## config.mk

```make
export PLATFORM = sky130hd
export DESIGN_NAME = rxw_writer
export DESIGN_NICKNAME = d
export VERILOG_FILES = /design/src/shared/rxw_pkg.sv /design/src/rtl/rxw_fifo.sv /design/src/rtl/rxw_writer.sv
export VERILOG_INCLUDE_DIRS = /design/src /design/src/shared
export SDC_FILE = /design/constraint.sdc
export NUM_CORES = 2
export LEC_CHECK = 0
export ABC_CLOCK_PERIOD_IN_PS = 12860
export CORE_ASPECT_RATIO = 1.2
export CORE_MARGIN = 2
export CORE_UTILIZATION = 50
export CTS_CLUSTER_SIZE = 12
export DETAILED_ROUTE_END_ITERATION = 8
export DONT_BUFFER_PORTS = 1
export GPL_ROUTABILITY_DRIVEN = 0
export GPL_TIMING_DRIVEN = 0
export PLACE_DENSITY = 0.72
export SLEW_MARGIN = 20
export SYNTH_ARGS = -nofsm -noshare
export SYNTH_HDL_FRONTEND = slang
export SYNTH_SLANG_ARGS = --single-unit
```

## constraint.sdc

```tcl
create_clock -name clock -period 12.86 [get_ports clock]
set_input_delay 1.286 -clock clock [delete_from_list [all_inputs] [get_ports clock]]
set_output_delay 1.286 -clock clock [all_outputs]
set_load 0.02 [all_outputs]
```

## src/shared/rxw_cfg.svh

```systemverilog
`ifndef RXW_CFG_SVH
`define RXW_CFG_SVH
// Summary of operation
// - Frames enter the buffer only if the receive enable bit in main control is set when their first byte is taken.
// - With reception enabled every frame that passes the filters and does not reach the read pointer is written to the ring buffer.
// - A frame that fails the filters is dropped with no counter, flag or status change.
// - A completed frame bumps the packet count, sets the packet flag and may interrupt.
// - A completed frame advances the hardware write pointer past the stored frame.
// - Each stored frame is preceded by a six-byte header of next pointer and status vector.
// - The write pointer skips one pad byte so that every frame starts on an even address.
// - The clock ready bit clears on power-on reset only and survives every other reset.
// - No write lands on the read pointer; such a frame is aborted and, if it passes the filters, the error flag set.
// - Status bits 15-0 hold the whole frame byte count, stored low byte first.

// Register indices on the register port.
`define RXW_REG_IRQ_ENABLE   4'h0
`define RXW_REG_IRQ_FLAGS    4'h1
`define RXW_REG_STATUS       4'h2
`define RXW_REG_MAIN_CONTROL 4'h3
`define RXW_REG_PKT_COUNT    4'h4
`define RXW_REG_BUF_START    4'h5
`define RXW_REG_BUF_END      4'h6
`define RXW_REG_READ_PTR     4'h7
`define RXW_REG_WRITE_PTR    4'h8
// Bit positions.
`define RXW_BIT_GLOBAL_IE    7
`define RXW_BIT_PKT_IE       6
`define RXW_BIT_RXERR_IE     0
`define RXW_BIT_PKT_FLAG     6
`define RXW_BIT_RXERR_FLAG   0
`define RXW_BIT_INT          7
`define RXW_BIT_RX_BUSY      2
`define RXW_BIT_CLK_READY    0
`define RXW_BIT_RX_ENABLE    2
// Header and reset values.
`define RXW_HDR_LEN          4'h6
`define RXW_HDR_LAST         3'h5
`define RXW_START_RESET      13'h0000
`define RXW_END_RESET        13'h1fff
`define RXW_READ_RESET       13'h0000
`endif

```

## src/shared/rxw_pkg.sv

```systemverilog
package rxw_pkg;
   // One received byte with end-of-frame information from the MAC.
   typedef struct packed {
      logic [15:0] status;
      logic        accept;
      logic        last;
      logic [7:0]  data;
   } rxw_beat_type;

   typedef struct packed {
      logic        we;
      logic [12:0] addr;
      logic [7:0]  data;
   } rxw_mem_wr_type;

   typedef enum logic [1:0] {
      RXW_IDLE = 2'b00,
      RXW_DATA = 2'b01,
      RXW_HDR  = 2'b11
   } rxw_state_type;
endpackage

```

## src/rtl/rxw_fifo.sv

```systemverilog
`timescale 1ns/1ps
module rxw_fifo #(
   parameter int WIDTH = 26,
   parameter int DEPTH = 32
) (
   input  wire logic             clock,     // System clock.
   input  wire logic             reset,     // Synchronous reset.
   input  wire logic [WIDTH-1:0] in_data,   // Word to store.
   input  wire logic             in_valid,  // Word offered.
   output logic                  in_ready,  // Room for a word.
   output logic      [WIDTH-1:0] out_data,  // Oldest word.
   output logic                  out_valid, // Oldest word present.
   input  wire logic             out_ready  // Drain side takes the word.
);
   localparam int AW = $clog2(DEPTH);
   logic [WIDTH-1:0] store [DEPTH];
   logic [AW-1:0]    wr_idx;
   logic [AW-1:0]    rd_idx;
   logic [AW:0]      count;
   logic [AW:0]      next_count;
   logic             push;
   logic             pop;

   assign push = in_valid && in_ready;
   assign pop  = out_valid && out_ready;
   assign out_data = store[rd_idx];

   always_comb begin
      next_count = count;
      if (push && !pop) begin
         next_count = count + 1'b1;
      end else if (pop && !push) begin
         next_count = count - 1'b1;
      end
   end

   // Ready and valid are flops so the upstream path sees no combinational loop.
   always_ff @(posedge clock) begin
      if (reset) begin
         count     <= '0;
         in_ready  <= 1'b1;
         out_valid <= 1'b0;
         wr_idx    <= '0;
         rd_idx    <= '0;
      end else begin
         count     <= next_count;
         in_ready  <= next_count != (AW+1)'(DEPTH);
         out_valid <= next_count != '0;
         if (push) begin
            wr_idx <= (wr_idx == AW'(DEPTH - 1)) ? '0 : wr_idx + 1'b1;
         end
         if (pop) begin
            rd_idx <= (rd_idx == AW'(DEPTH - 1)) ? '0 : rd_idx + 1'b1;
         end
      end
   end

   always_ff @(posedge clock) begin
      if (push) begin
         store[wr_idx] <= in_data;
      end
   end
endmodule

```

## src/rtl/rxw_writer.sv

```systemverilog
`timescale 1ns/1ps
`include "rxw_cfg.svh"
module rxw_writer import rxw_pkg::*; #(
   parameter int AW           = 13,
   parameter int DEPTH        = 32,
   parameter int READY_CYCLES = 16
) (
   input  wire logic           clock,          // 200 MHz system clock.
   input  wire logic           reset,          // Synchronous reset, active high.
   input  wire logic           power_on_reset, // Power-on reset, synchronous, active high.
   input  wire rxw_beat_type   rx_beat,        // Filtered byte stream from the MAC.
   input  wire logic           rx_valid,       // Byte offered.
   output logic                rx_ready,       // Byte taken when high with valid.
   input  wire logic [3:0]     reg_addr,       // Register index.
   input  wire logic           reg_write,      // Write strobe.
   input  wire logic           reg_read,       // Read strobe.
   input  wire logic [15:0]    reg_wdata,      // Write data.
   output logic      [15:0]    reg_rdata,      // Read data, one cycle after the strobe.
   output rxw_mem_wr_type      mem,            // Packet buffer write port.
   output logic                irq_n           // Interrupt, active low.
);
   rxw_beat_type   f_beat;
   logic           f_valid;
   logic           f_ready;
   rxw_state_type  state;
   logic [7:0]     irq_enable;
   logic           pkt_flag;
   logic           rxerr_flag;
   logic [7:0]     main_control;
   logic [7:0]     pkt_count;
   logic           clock_ready;
   logic [7:0]     ready_cnt;
   logic [AW-1:0]  buf_start;
   logic [AW-1:0]  buf_end;
   logic [AW-1:0]  read_ptr;
   logic [AW-1:0]  write_ptr;
   logic [AW-1:0]  data_ptr;
   logic [AW-1:0]  hdr_addr;
   logic [AW-1:0]  next_ptr;
   logic [2:0]     hdr_idx;
   logic [15:0]    byte_count;
   logic [15:0]    frame_status;
   logic           skip;
   logic           ovf;
   logic           take;
   logic [AW-1:0]  cur_addr;
   logic           skip_now;
   logic           ovf_now;
   logic           hdr_hit;
   logic           pkt_evt;
   logic           err_evt;
   logic [AW-1:0]  pad_one;
   logic [7:0]     hdr_byte;
   logic           wr_flags;
   logic           irq_any;

   // Advance an address by n inside the ring, wrapping past the end pointer.
   function automatic logic [AW-1:0] wrap_add(input logic [AW-1:0] a,
                                               input logic [AW-1:0] st,
                                               input logic [AW-1:0] en,
                                               input logic [3:0]    n);
      logic [AW:0] s;
      logic [AW:0] span;
      s    = {1'b0, a} + {{(AW-3){1'b0}}, n};
      span = {1'b0, en} - {1'b0, st} + 1'b1;
      if (s > {1'b0, en}) begin
         s = s - span;
      end
      return s[AW-1:0];
   endfunction

   // The FIFO absorbs MAC bytes while the header is being written.
   rxw_fifo #(
      .WIDTH ($bits(rxw_beat_type)),
      .DEPTH (DEPTH)
   ) u_fifo (
      .clock     (clock),
      .reset     (reset),
      .in_data   (rx_beat),
      .in_valid  (rx_valid),
      .in_ready  (rx_ready),
      .out_data  (f_beat),
      .out_valid (f_valid),
      .out_ready (f_ready)
   );

   assign f_ready = state != RXW_HDR;
   assign take    = f_valid && f_ready;

   always_comb begin
      cur_addr = (state == RXW_IDLE) ?
                 wrap_add(write_ptr, buf_start, buf_end, `RXW_HDR_LEN) : data_ptr;
      skip_now = (state == RXW_IDLE) ? !main_control[`RXW_BIT_RX_ENABLE] : skip;
      ovf_now  = ((state == RXW_IDLE) ? 1'b0 : ovf) || (cur_addr == read_ptr);
      hdr_hit  = (state == RXW_HDR) && (hdr_addr == read_ptr);
      pad_one  = wrap_add(data_ptr, buf_start, buf_end, 4'h1);
      next_ptr = pad_one[0] ? wrap_add(data_ptr, buf_start, buf_end, 4'h2) : pad_one;
   end

   assign pkt_evt = (state == RXW_HDR) && !hdr_hit && (hdr_idx == `RXW_HDR_LAST);
   assign err_evt = (take && f_beat.last && f_beat.accept && !skip_now && ovf_now) || hdr_hit;

   always_comb begin
      case (hdr_idx)
         3'h0: hdr_byte = 8'(16'(next_ptr));
         3'h1: hdr_byte = 8'(16'(next_ptr) >> 8);
         3'h2: hdr_byte = byte_count[7:0];
         3'h3: hdr_byte = byte_count[15:8];
         3'h4: hdr_byte = frame_status[7:0];
         default: hdr_byte = frame_status[15:8];
      endcase
   end

   always_ff @(posedge clock) begin
      if (reset) begin
         state        <= RXW_IDLE;
         skip         <= 1'b0;
         ovf          <= 1'b0;
         data_ptr     <= '0;
         byte_count   <= '0;
         frame_status <= '0;
         hdr_idx      <= '0;
         hdr_addr     <= '0;
      end else if (state == RXW_HDR) begin
         hdr_idx  <= hdr_idx + 1'b1;
         hdr_addr <= wrap_add(hdr_addr, buf_start, buf_end, 4'h1);
         if (hdr_hit || pkt_evt) begin
            state <= RXW_IDLE;
         end
      end else if (take) begin
         skip       <= skip_now;
         ovf        <= ovf_now;
         byte_count <= (state == RXW_IDLE) ? 16'h0001 : byte_count + 16'h0001;
         if (!ovf_now) begin
            data_ptr <= (f_beat.last) ? cur_addr : wrap_add(cur_addr, buf_start, buf_end, 4'h1);
         end
         if (!f_beat.last) begin
            state <= RXW_DATA;
         end else if (!skip_now && f_beat.accept && !ovf_now) begin
            state        <= RXW_HDR;
            hdr_idx      <= '0;
            hdr_addr     <= write_ptr;
            frame_status <= f_beat.status;
         end else begin
            state <= RXW_IDLE;
         end
      end
   end

   // Buffer write port; a rejected frame may leave bytes beyond the write pointer only.
   always_ff @(posedge clock) begin
      if (reset) begin
         mem <= '0;
      end else if (state == RXW_HDR) begin
         mem.we   <= !hdr_hit;
         mem.addr <= 13'(hdr_addr);
         mem.data <= hdr_byte;
      end else begin
         mem.we   <= take && !skip_now && !ovf_now;
         mem.addr <= 13'(cur_addr);
         mem.data <= f_beat.data;
      end
   end

   always_ff @(posedge clock) begin
      if (reset) begin
         write_ptr <= `RXW_START_RESET;
      end else if (pkt_evt) begin
         write_ptr <= next_ptr;
      end else if (reg_write && reg_addr == `RXW_REG_BUF_START) begin
         write_ptr <= reg_wdata[AW-1:0];
      end
   end

   always_ff @(posedge clock) begin
      if (reset) begin
         irq_enable   <= '0;
         main_control <= '0;
         buf_start    <= `RXW_START_RESET;
         buf_end      <= `RXW_END_RESET;
         read_ptr     <= `RXW_READ_RESET;
      end else if (reg_write) begin
         case (reg_addr)
            `RXW_REG_IRQ_ENABLE:   irq_enable   <= reg_wdata[7:0];
            `RXW_REG_MAIN_CONTROL: main_control <= reg_wdata[7:0];
            `RXW_REG_BUF_START:    buf_start    <= reg_wdata[AW-1:0];
            `RXW_REG_BUF_END:      buf_end      <= reg_wdata[AW-1:0];
            `RXW_REG_READ_PTR:     read_ptr     <= reg_wdata[AW-1:0];
            default: ;
         endcase
      end
   end

   // Flags are write-one-to-clear; a hardware set in the same cycle wins.
   assign wr_flags = reg_write && reg_addr == `RXW_REG_IRQ_FLAGS;
   always_ff @(posedge clock) begin
      if (reset) begin
         pkt_flag   <= 1'b0;
         rxerr_flag <= 1'b0;
      end else begin
         pkt_flag   <= pkt_evt || (pkt_flag && !(wr_flags && reg_wdata[`RXW_BIT_PKT_FLAG]));
         rxerr_flag <= err_evt || (rxerr_flag && !(wr_flags && reg_wdata[`RXW_BIT_RXERR_FLAG]));
      end
   end

   // A write to the count register is the host's decrement after freeing a frame.
   always_ff @(posedge clock) begin
      if (reset) begin
         pkt_count <= '0;
      end else begin
         case ({pkt_evt, reg_write && reg_addr == `RXW_REG_PKT_COUNT})
            2'b10:   pkt_count <= (pkt_count == 8'hff) ? pkt_count : pkt_count + 8'h01;
            2'b01:   pkt_count <= (pkt_count == 8'h00) ? pkt_count : pkt_count - 8'h01;
            default: pkt_count <= pkt_count;
         endcase
      end
   end

   always_ff @(posedge clock) begin
      if (power_on_reset) begin
         clock_ready <= 1'b0;
         ready_cnt   <= '0;
      end else if (ready_cnt == 8'(READY_CYCLES)) begin
         clock_ready <= 1'b1;
      end else begin
         ready_cnt <= ready_cnt + 8'h01;
      end
   end

   assign irq_any = irq_enable[`RXW_BIT_GLOBAL_IE] &&
                    ((irq_enable[`RXW_BIT_PKT_IE] && pkt_flag) ||
                     (irq_enable[`RXW_BIT_RXERR_IE] && rxerr_flag));

   always_ff @(posedge clock) begin
      if (reset) begin
         irq_n     <= 1'b1;
         reg_rdata <= '0;
      end else begin
         irq_n <= !irq_any;
         if (reg_read) begin
            case (reg_addr)
               `RXW_REG_IRQ_ENABLE: reg_rdata <= {8'h00, irq_enable};
               `RXW_REG_IRQ_FLAGS: begin
                  reg_rdata <= '0;
                  reg_rdata[`RXW_BIT_PKT_FLAG]   <= pkt_flag;
                  reg_rdata[`RXW_BIT_RXERR_FLAG] <= rxerr_flag;
               end
               `RXW_REG_STATUS: begin
                  reg_rdata <= '0;
                  reg_rdata[`RXW_BIT_INT]       <= irq_any;
                  reg_rdata[`RXW_BIT_RX_BUSY]   <= state != RXW_IDLE;
                  reg_rdata[`RXW_BIT_CLK_READY] <= clock_ready;
               end
               `RXW_REG_MAIN_CONTROL: reg_rdata <= {8'h00, main_control};
               `RXW_REG_PKT_COUNT:    reg_rdata <= {8'h00, pkt_count};
               `RXW_REG_BUF_START:    reg_rdata <= 16'(buf_start);
               `RXW_REG_BUF_END:      reg_rdata <= 16'(buf_end);
               `RXW_REG_READ_PTR:     reg_rdata <= 16'(read_ptr);
               `RXW_REG_WRITE_PTR:    reg_rdata <= 16'(write_ptr);
               default:               reg_rdata <= '0;
            endcase
         end
      end
   end
endmodule

```

## Yosys cells after proc, flatten, opt, wreduce, memory -nomap -nowiden

Memory sizes are Yosys's and may differ from the RTL's. A register that Yosys moved wholly into a read port is not among the register bits.
Index checks and enable logic that the tools add are counted.

| storage, ports and cells | value |
|---|---|
| bits of input ports | 52 |
| memory bits (writable) | 832 |
| output and inout port bits | 40 |
| register bits after elaboration | 209 |
| word-level logic and storage cells | 187 |
| memories kept | 1 |

| cells by class | value |
|---|---|
| muxes and demuxes | 40 |
| reduce and logical (&&, ||, !) cells | 62 |
| eq/ne operators | 27 |
| add/sub/neg operators | 21 |
| bitwise gates (word level) | 2 |
| order comparisons | 5 |

Memories:

| memory | depth | width | rd ports | clocked after memory_dff | write ports | RTL line | text |
|---|---|---|---|---|---|---|---|
| u_fifo.store | 32 | 26 | 1 | 1 | 1 | rxw_fifo.sv:16 | `logic [WIDTH-1:0] store [DEPTH];` |

Operators with widths:

| operator | count |
|---|---|
| $mux W13 | 14 |
| $pmux W13 S9 | 1 |
| $sub A13 B13 Y13 | 6 |
| $gt A14 B13 Y1 | 5 |
| $add A13 B1 Y14 const B | 3 |
| $pmux W8 S5 | 1 |
| $eq A13 B13 Y1 | 2 |
| $logic_and A1 B1 Y1 | 25 |
| $mux W22 | 1 |
| $mux W5 | 4 |
| $add A16 B1 Y16 const B | 1 |
| $add A8 B1 Y8 const B | 2 |
| $eq A4 B3 Y1 const B | 4 |
| $mux W16 | 1 |
| $mux W8 | 2 |
| $pmux W8 S2 | 1 |
| $add A13 B2 Y14 const B | 1 |
| $add A13 B3 Y14 const B | 1 |
| $reduce_and A2 Y1 | 7 |
| $add A13 B1 Y13 const B | 1 |
| $mux W3 | 4 |
| $mux W6 | 2 |
| $reduce_bool A2 Y1 | 6 |
| $add A5 B1 Y5 const B | 2 |
| other kinds (29) | 60 |

## Longest topological paths before layout

| logic depth | value |
|---|---|
| word-level depth | 13 |
| depth in mapped cells | 35 |
| gate-level depth less buffers | 33 |

## Modules after synthesis

From an unflattened synthesis, not the netlist that was laid out.

| second synthesis, totals | value |
|---|---|
| cell total of the unflattened synthesis | 3413 |
| area total of the unflattened synthesis | 48656.7 um^2 |

Modules (own cells, without submodules):

| module | seq. area each (um^2) | times used | cells an instance | area an instance (um^2) |
|---|---|---|---|---|
| rxw_fifo | 25444.4 | 1 | 1350 | 32730.1 |
| rxw_writer | 3763.6 | 1 | 2063 | 15926.5 |

## Worst setup path before layout

Ideal clock, no wire load.

| path | value |
|---|---|
| path type | flip-flop to flip-flop |
| start point | reg write_ptr[1] |
| end point | reg data_ptr[0] |
| period minus slack after synthesis | 6.582 ns |
| required time | 12.795 ns |
| cell stages (with the launch flop) | 36 |
| buffers on the path | 2 |
| setup slack | 6.278 ns |
| arrival time | 6.517 ns |
| setup time | 0.065 ns |
| cells stage by stage | dfxtp_1 > inv_1 > ha_1 > nand3b_4 > nor3_1 > xnor2_2 > clkinv_1 > ha_1 > and4_1 > and4bb_1 > a211oi_2 > or2_1 > buf_4 > a2bb2oi_1 > nand2_1 > ha_1 > o31ai_1 > nor4_4 > and2_1 > nand2b_1 > nand2_1 > inv_1 > ha_1 > a21o_1 > a21oi_1 > o21ai_0 > a21o_1 > a21o_1 > a21oi_1 > nor2_1 > a31oi_1 > buf_4 > mux2_2 > o21ai_0 > mux2i_1 > nor2_1 |

| between the ends | value |
|---|---|
| cells in the longest elaborated chain, start to end | 8 |
| elaborated cells on any way between the ends | 14 |
| those cells by class | add/sub: 4; order compare: 2; eq/ne: 1; mux: 4; bitwise: 1; reduce/logical: 2 |

RTL lines:

| element | RTL line | text |
|---|---|---|
| from (decl) | rxw_writer.sv:36 | `logic [AW-1:0] write_ptr;` |
| from (signal assigned) | rxw_writer.sv:167 | `` write_ptr <= `RXW_START_RESET; `` |
| from (signal assigned) | rxw_writer.sv:169 | `write_ptr <= next_ptr;` |
| from (signal assigned) | rxw_writer.sv:171 | `write_ptr <= reg_wdata[AW-1:0];` |
| $add A13 B3 Y14 (*) | rxw_writer.sv:64 | `s = {1'b0, a} + {{(AW-3){1'b0}}, n};` |
| $sub A13 B13 Y13 / $gt A14 B13 Y1 (equally long branches) | rxw_writer.sv:67, rxw_writer.sv:66 |  |
| $mux W13 (*) | rxw_writer.sv:66 | `if (s > {1'b0, en}) begin` |
| $mux W13 (*) | rxw_writer.sv:91 | `cur_addr = (state == RXW_IDLE) ?` |
| $add A13 B1 Y14 / $eq A13 B13 Y1 (equally long branches) | rxw_writer.sv:64, rxw_writer.sv:94 |  |
| $gt A14 B13 Y1, or another cell as far along | rxw_writer.sv:66 |  |
| $mux W13 / $not A1 Y1 (equally long branches) | n/a |  |
| $mux W13 / $reduce_and A3 Y1 (equally long branches) | n/a |  |
| to (signal assigned) | rxw_writer.sv:135 | `data_ptr <= (f_beat.last) ? cur_addr : wrap_add(cur_addr, buf_start, buf_end, 4'h1);` |
| to (decl) | rxw_writer.sv:37 | `logic [AW-1:0] data_ptr;` |

Mark *: on every way between the ends. The rest lies on a longest branch, timed or not.
A chain may end at the register's enable or synchronous reset.

## Worst setup path after layout

Same ends and word-level chain as after synthesis.

==> results.py <==
metrics = {
    "detailed_routing": {
        "first_pass_iters": 7,
        "detailroute.via_count": 32783,
        "post_detailed_route_count_of_antenna_violating_nets": 0,
        "routed_wire_length_per_instance_um": 30.7,
        "routed_via_density": 6.66,
        "postRouteWirelength_um": 151000,
        "initialDrtViolationCount": 4104,
        "drc": 0,
    },
    "logic_synthesis": {
        "yosys.area.top_type": "sky130_fd_sc_hd__edfxtp_1",
        "syn-instance-count": 3434,
        "yosys-top-cells-area": "sky130_fd_sc_hd__edfxtp_1 (51%), sky130_fd_sc_hd__mux4_2 (12%), sky130_fd_sc_hd__dfxtp_1 (8.7%), sky130_fd_sc_hd__ha_1 (3.8%), sky130_fd_sc_hd__xnor2_1 (2.0%)",
        "synth-edff-count": 832,
        "synth.avg_cell_area_um2": 14.2,
        "yosysWarningCount": 0,
        "synth-seq-area-share_pct": 59.9,
        "number_of_synthesized_register_bits": 1043,
        "synth-main-ff-cell": "sky130_fd_sc_hd__edfxtp_1",
        "async_reset_ff_share_pct": 0,
        "yosys.cell_count.top_type": "sky130_fd_sc_hd__edfxtp_1",
        "post_synth_instance_area_um2": 48800,
        "synth_top_cell_area_share_pct": 51.2,
        "synthDistinctLibCells": 109,
        "synthTopCellsByCount": "sky130_fd_sc_hd__edfxtp_1 (832), sky130_fd_sc_hd__mux4_2 (265), sky130_fd_sc_hd__nand2_1 (255)",
    },
    "clock_tree": {
        "clock-sinks": 1043,
        "cts_repair_resize_count": 0,
        "ctsLongestPathBuffers": 3,
        "htreeDepth": 3,
        "worst_setup_hold_path_clk_slew_ns": 0.06,
        "cts_tree": "yes",
        "cts.root.buffer_cell": "sky130_fd_sc_hd__clkbuf_16",
        "clkLatencyLatePin_ns": 0.71,
        "cts.repair_timing.setup_buffer_count": 0,
        "cts_hold_repair.buffers": 0,
        "tritoncts.num_buffers": 105,
    },
    "timing": {
        "final_critical_path_setup_slack_ns": 4.05,
        "period_share_pct": 68.5,
        "grt_setup_unrepaired": "false",
        "final.min_clock_period_ns": 8.81,
        "worst_slew_margin_rel_pct": 20.4,
        "setup_violations": 0,
        "tightestPinTransition_ns": 1.19,
        "fin_setup_tns_ns": 0,
        "achievable-frequency_ghz": 0.113,
        "report.final.slew_viol_count": 0,
        "clock_skew_ns": 0.0515,
        "total_count_of_hold_check_failures_in_the_final_report": 0,
        "holdWs_ns": 0.454,
    },
    "setup_path": {
        "max_stage_delay_ns": 0.85,
        "cp_dominant_cell_by_count": "sky130_fd_sc_hd__ha_1",
        "setup.worst_path.end_class": "flip-flop",
        "critical_path.startpoint_type": "flip-flop",
        "rrSetupSlack_ns": 4.05,
        "cp_slowest_cell": "sky130_fd_sc_hd__dfxtp_1",
        "arrival_worst_endpoint_ns": 9.41,
        "path_buf_inv": 4,
        "data_required_time_of_the_critical_path_ns": 13.46,
        "cpLargestDelayFamily": "simple AND/OR/NAND/NOR gates",
        "critical_path_class": "flip-flop to flip-flop",
        "crit_path_max_fanout": 10,
    },
    "die": {
        "row_count": 125,
        "floorplan.initialDensity_pct": 50.4,
        "die_width_um": 289,
        "boundaryPins": 92,
        "fp.dieArea_um2": 100000,
        "chipHeight_um": 346,
        "core-area_um2": 96800,
    },
    "run_status": {
        "status": "complete, no violations",
    },
    "layout": {
        "final_nets": 3807,
        "final_cell_area_um2": 54800,
        "drive_gt1_share_pct": 16.5,
        "area_growth_syn_to_layout_pct": 12.4,
    },
    "power_and_ir_drop": {
        "leakage_uw": 0.0182,
        "powerDensity_nw_per_um2": 158,
        "max-vdd-ir-drop_mv": 0.142,
    },
    "placement": {
        "hpwl_um": 103000,
        "number_of_buffer_cells_added_on_primary_ports": 0,
        "preCtsSetupSlack_ns": 4.35,
        "placed_area_um2": 51600,
    },
    "grt": {
        "grt_max_degree": 33,
        "total_routing_resource_utilization_after_global_routing_pct": 30.2,
        "first_global_vias": 32226,
        "grt_first_pass_wirelength_um": 218000,
        "grt.overflow.total": 0,
        "grt_antenna_before_repair": 3,
    },
    "worst_hold_path": {
        "hold_path.class": "flip-flop to flip-flop",
    },
    "job": {
        "timing.max_cap.violations": 0,
    },
}
path summary, 6_finish.rpt:
kind                            cells after the start                    startpoint                           end
worst max-delay path                               31     write_ptr[1]$_SDFFE_PP0P_      data_ptr[0]$_SDFFE_PP0P_
worst min-delay path                                2  main_control[6]$_SDFFE_PP0P_  main_control[6]$_SDFFE_PP0P_
worst max register to register                     31     write_ptr[1]$_SDFFE_PP0P_      data_ptr[0]$_SDFFE_PP0P_
worst min register to register                      2  main_control[6]$_SDFFE_PP0P_  main_control[6]$_SDFFE_PP0P_
logic make-up after synthesis:
logic type	synth area share, %
buf+inv	2.40
compound gates	7.99
fa+ha+maj	4.46
mux	13.9
other cells	0.00769
simple gates	8.21
xor+xnor	3.19
flops	59.9
metrics by stage:
| stage | total power [µW] | std cells | utilization (%) |
|---|---|---|---|
| 3_3_place_gp | 5680 | 4706 | 52.0 |
| 3_5_place_dp | 5730 | 4763 | 53.3 |
| 2_1_floorplan | 5150 | 3436 | - |
| 4_1_cts | 8630 | 4922 | 56.6 |
| 5_1_grt | 8890 | 4922 | 56.6 |
| 6_report | 8660 | 4924 | 56.6 |
registers in the layout (all words and copies together), names as in the netlist, 8 cells and up, named ones only:
name,flops
buf_end,13
buf_start,13
byte_count,16
data_ptr,13
frame_status,16
hdr_addr,13
irq_enable,8
main_control,8
mem,22
pkt_count,8
read_ptr,13
ready_cnt,8
reg_rdata,13
u_fifo.store,832
write_ptr,13
layout by cell type, fill, tap and decap left out, drive strengths merged, types with 31 or more instances in the layout:
cell type	netlist	final
nor2	254	254
nand4	40	40
a211oi	44	44
o211ai	35	35
edfxtp	832	832
xor2	54	54
mux4	265	265
ha	148	148
dfxtp	211	211
nand2	255	255
buf	42	91
inv	109	112
clkbuf	145	282
a21oi	175	175
a21o	31	31
nor3	49	49
xnor2	117	117
mux2i	62	62
o21ai	106	106
nand3	78	78
layer usage:
metal	wire (µm)	track usage, %	up-vias
li1	-	-	13656
met1	51100	35.7	16151
met2	72500	49.2	2314
met3	15200	6.49	658
met4	12500	20.8	4
met5	29	0	-
power breakdown:
part           internal, µW  total, µW  leakage [µW]  switching [µW]
clock network          1630       2930       0.00155            1300
logic                   796       1950       0.00744            1150
registers              3700       3770       0.00921            71.3
area by class of cell:
cell class / count / area, µm²
Fill cell: 7343 / 42000
Multi-Input combinational cell: 2096 / 18700
Inverter: 110 / 413
Timing Repair Buffer: 57 / 1000
Tap cell: 1270 / 1590
Buffer: 187 / 779
Clock buffer: 129 / 2800
Antenna cell: 2 / 5.00
Clock inverter: 30 / 369
Sequential cell: 1043 / 29200
worst reg2reg max path, delay by kind of cell (launching register included):
kind            cells  cell delay, ns
flops               1            0.85
buf+inv             4            1.26
xor+xnor            2            0.49
mux                 2            0.45
simple gates       12            2.45
compound gates      7            1.78
fa+ha+maj           4            1.48
Power figures use the tool's default switching activity.
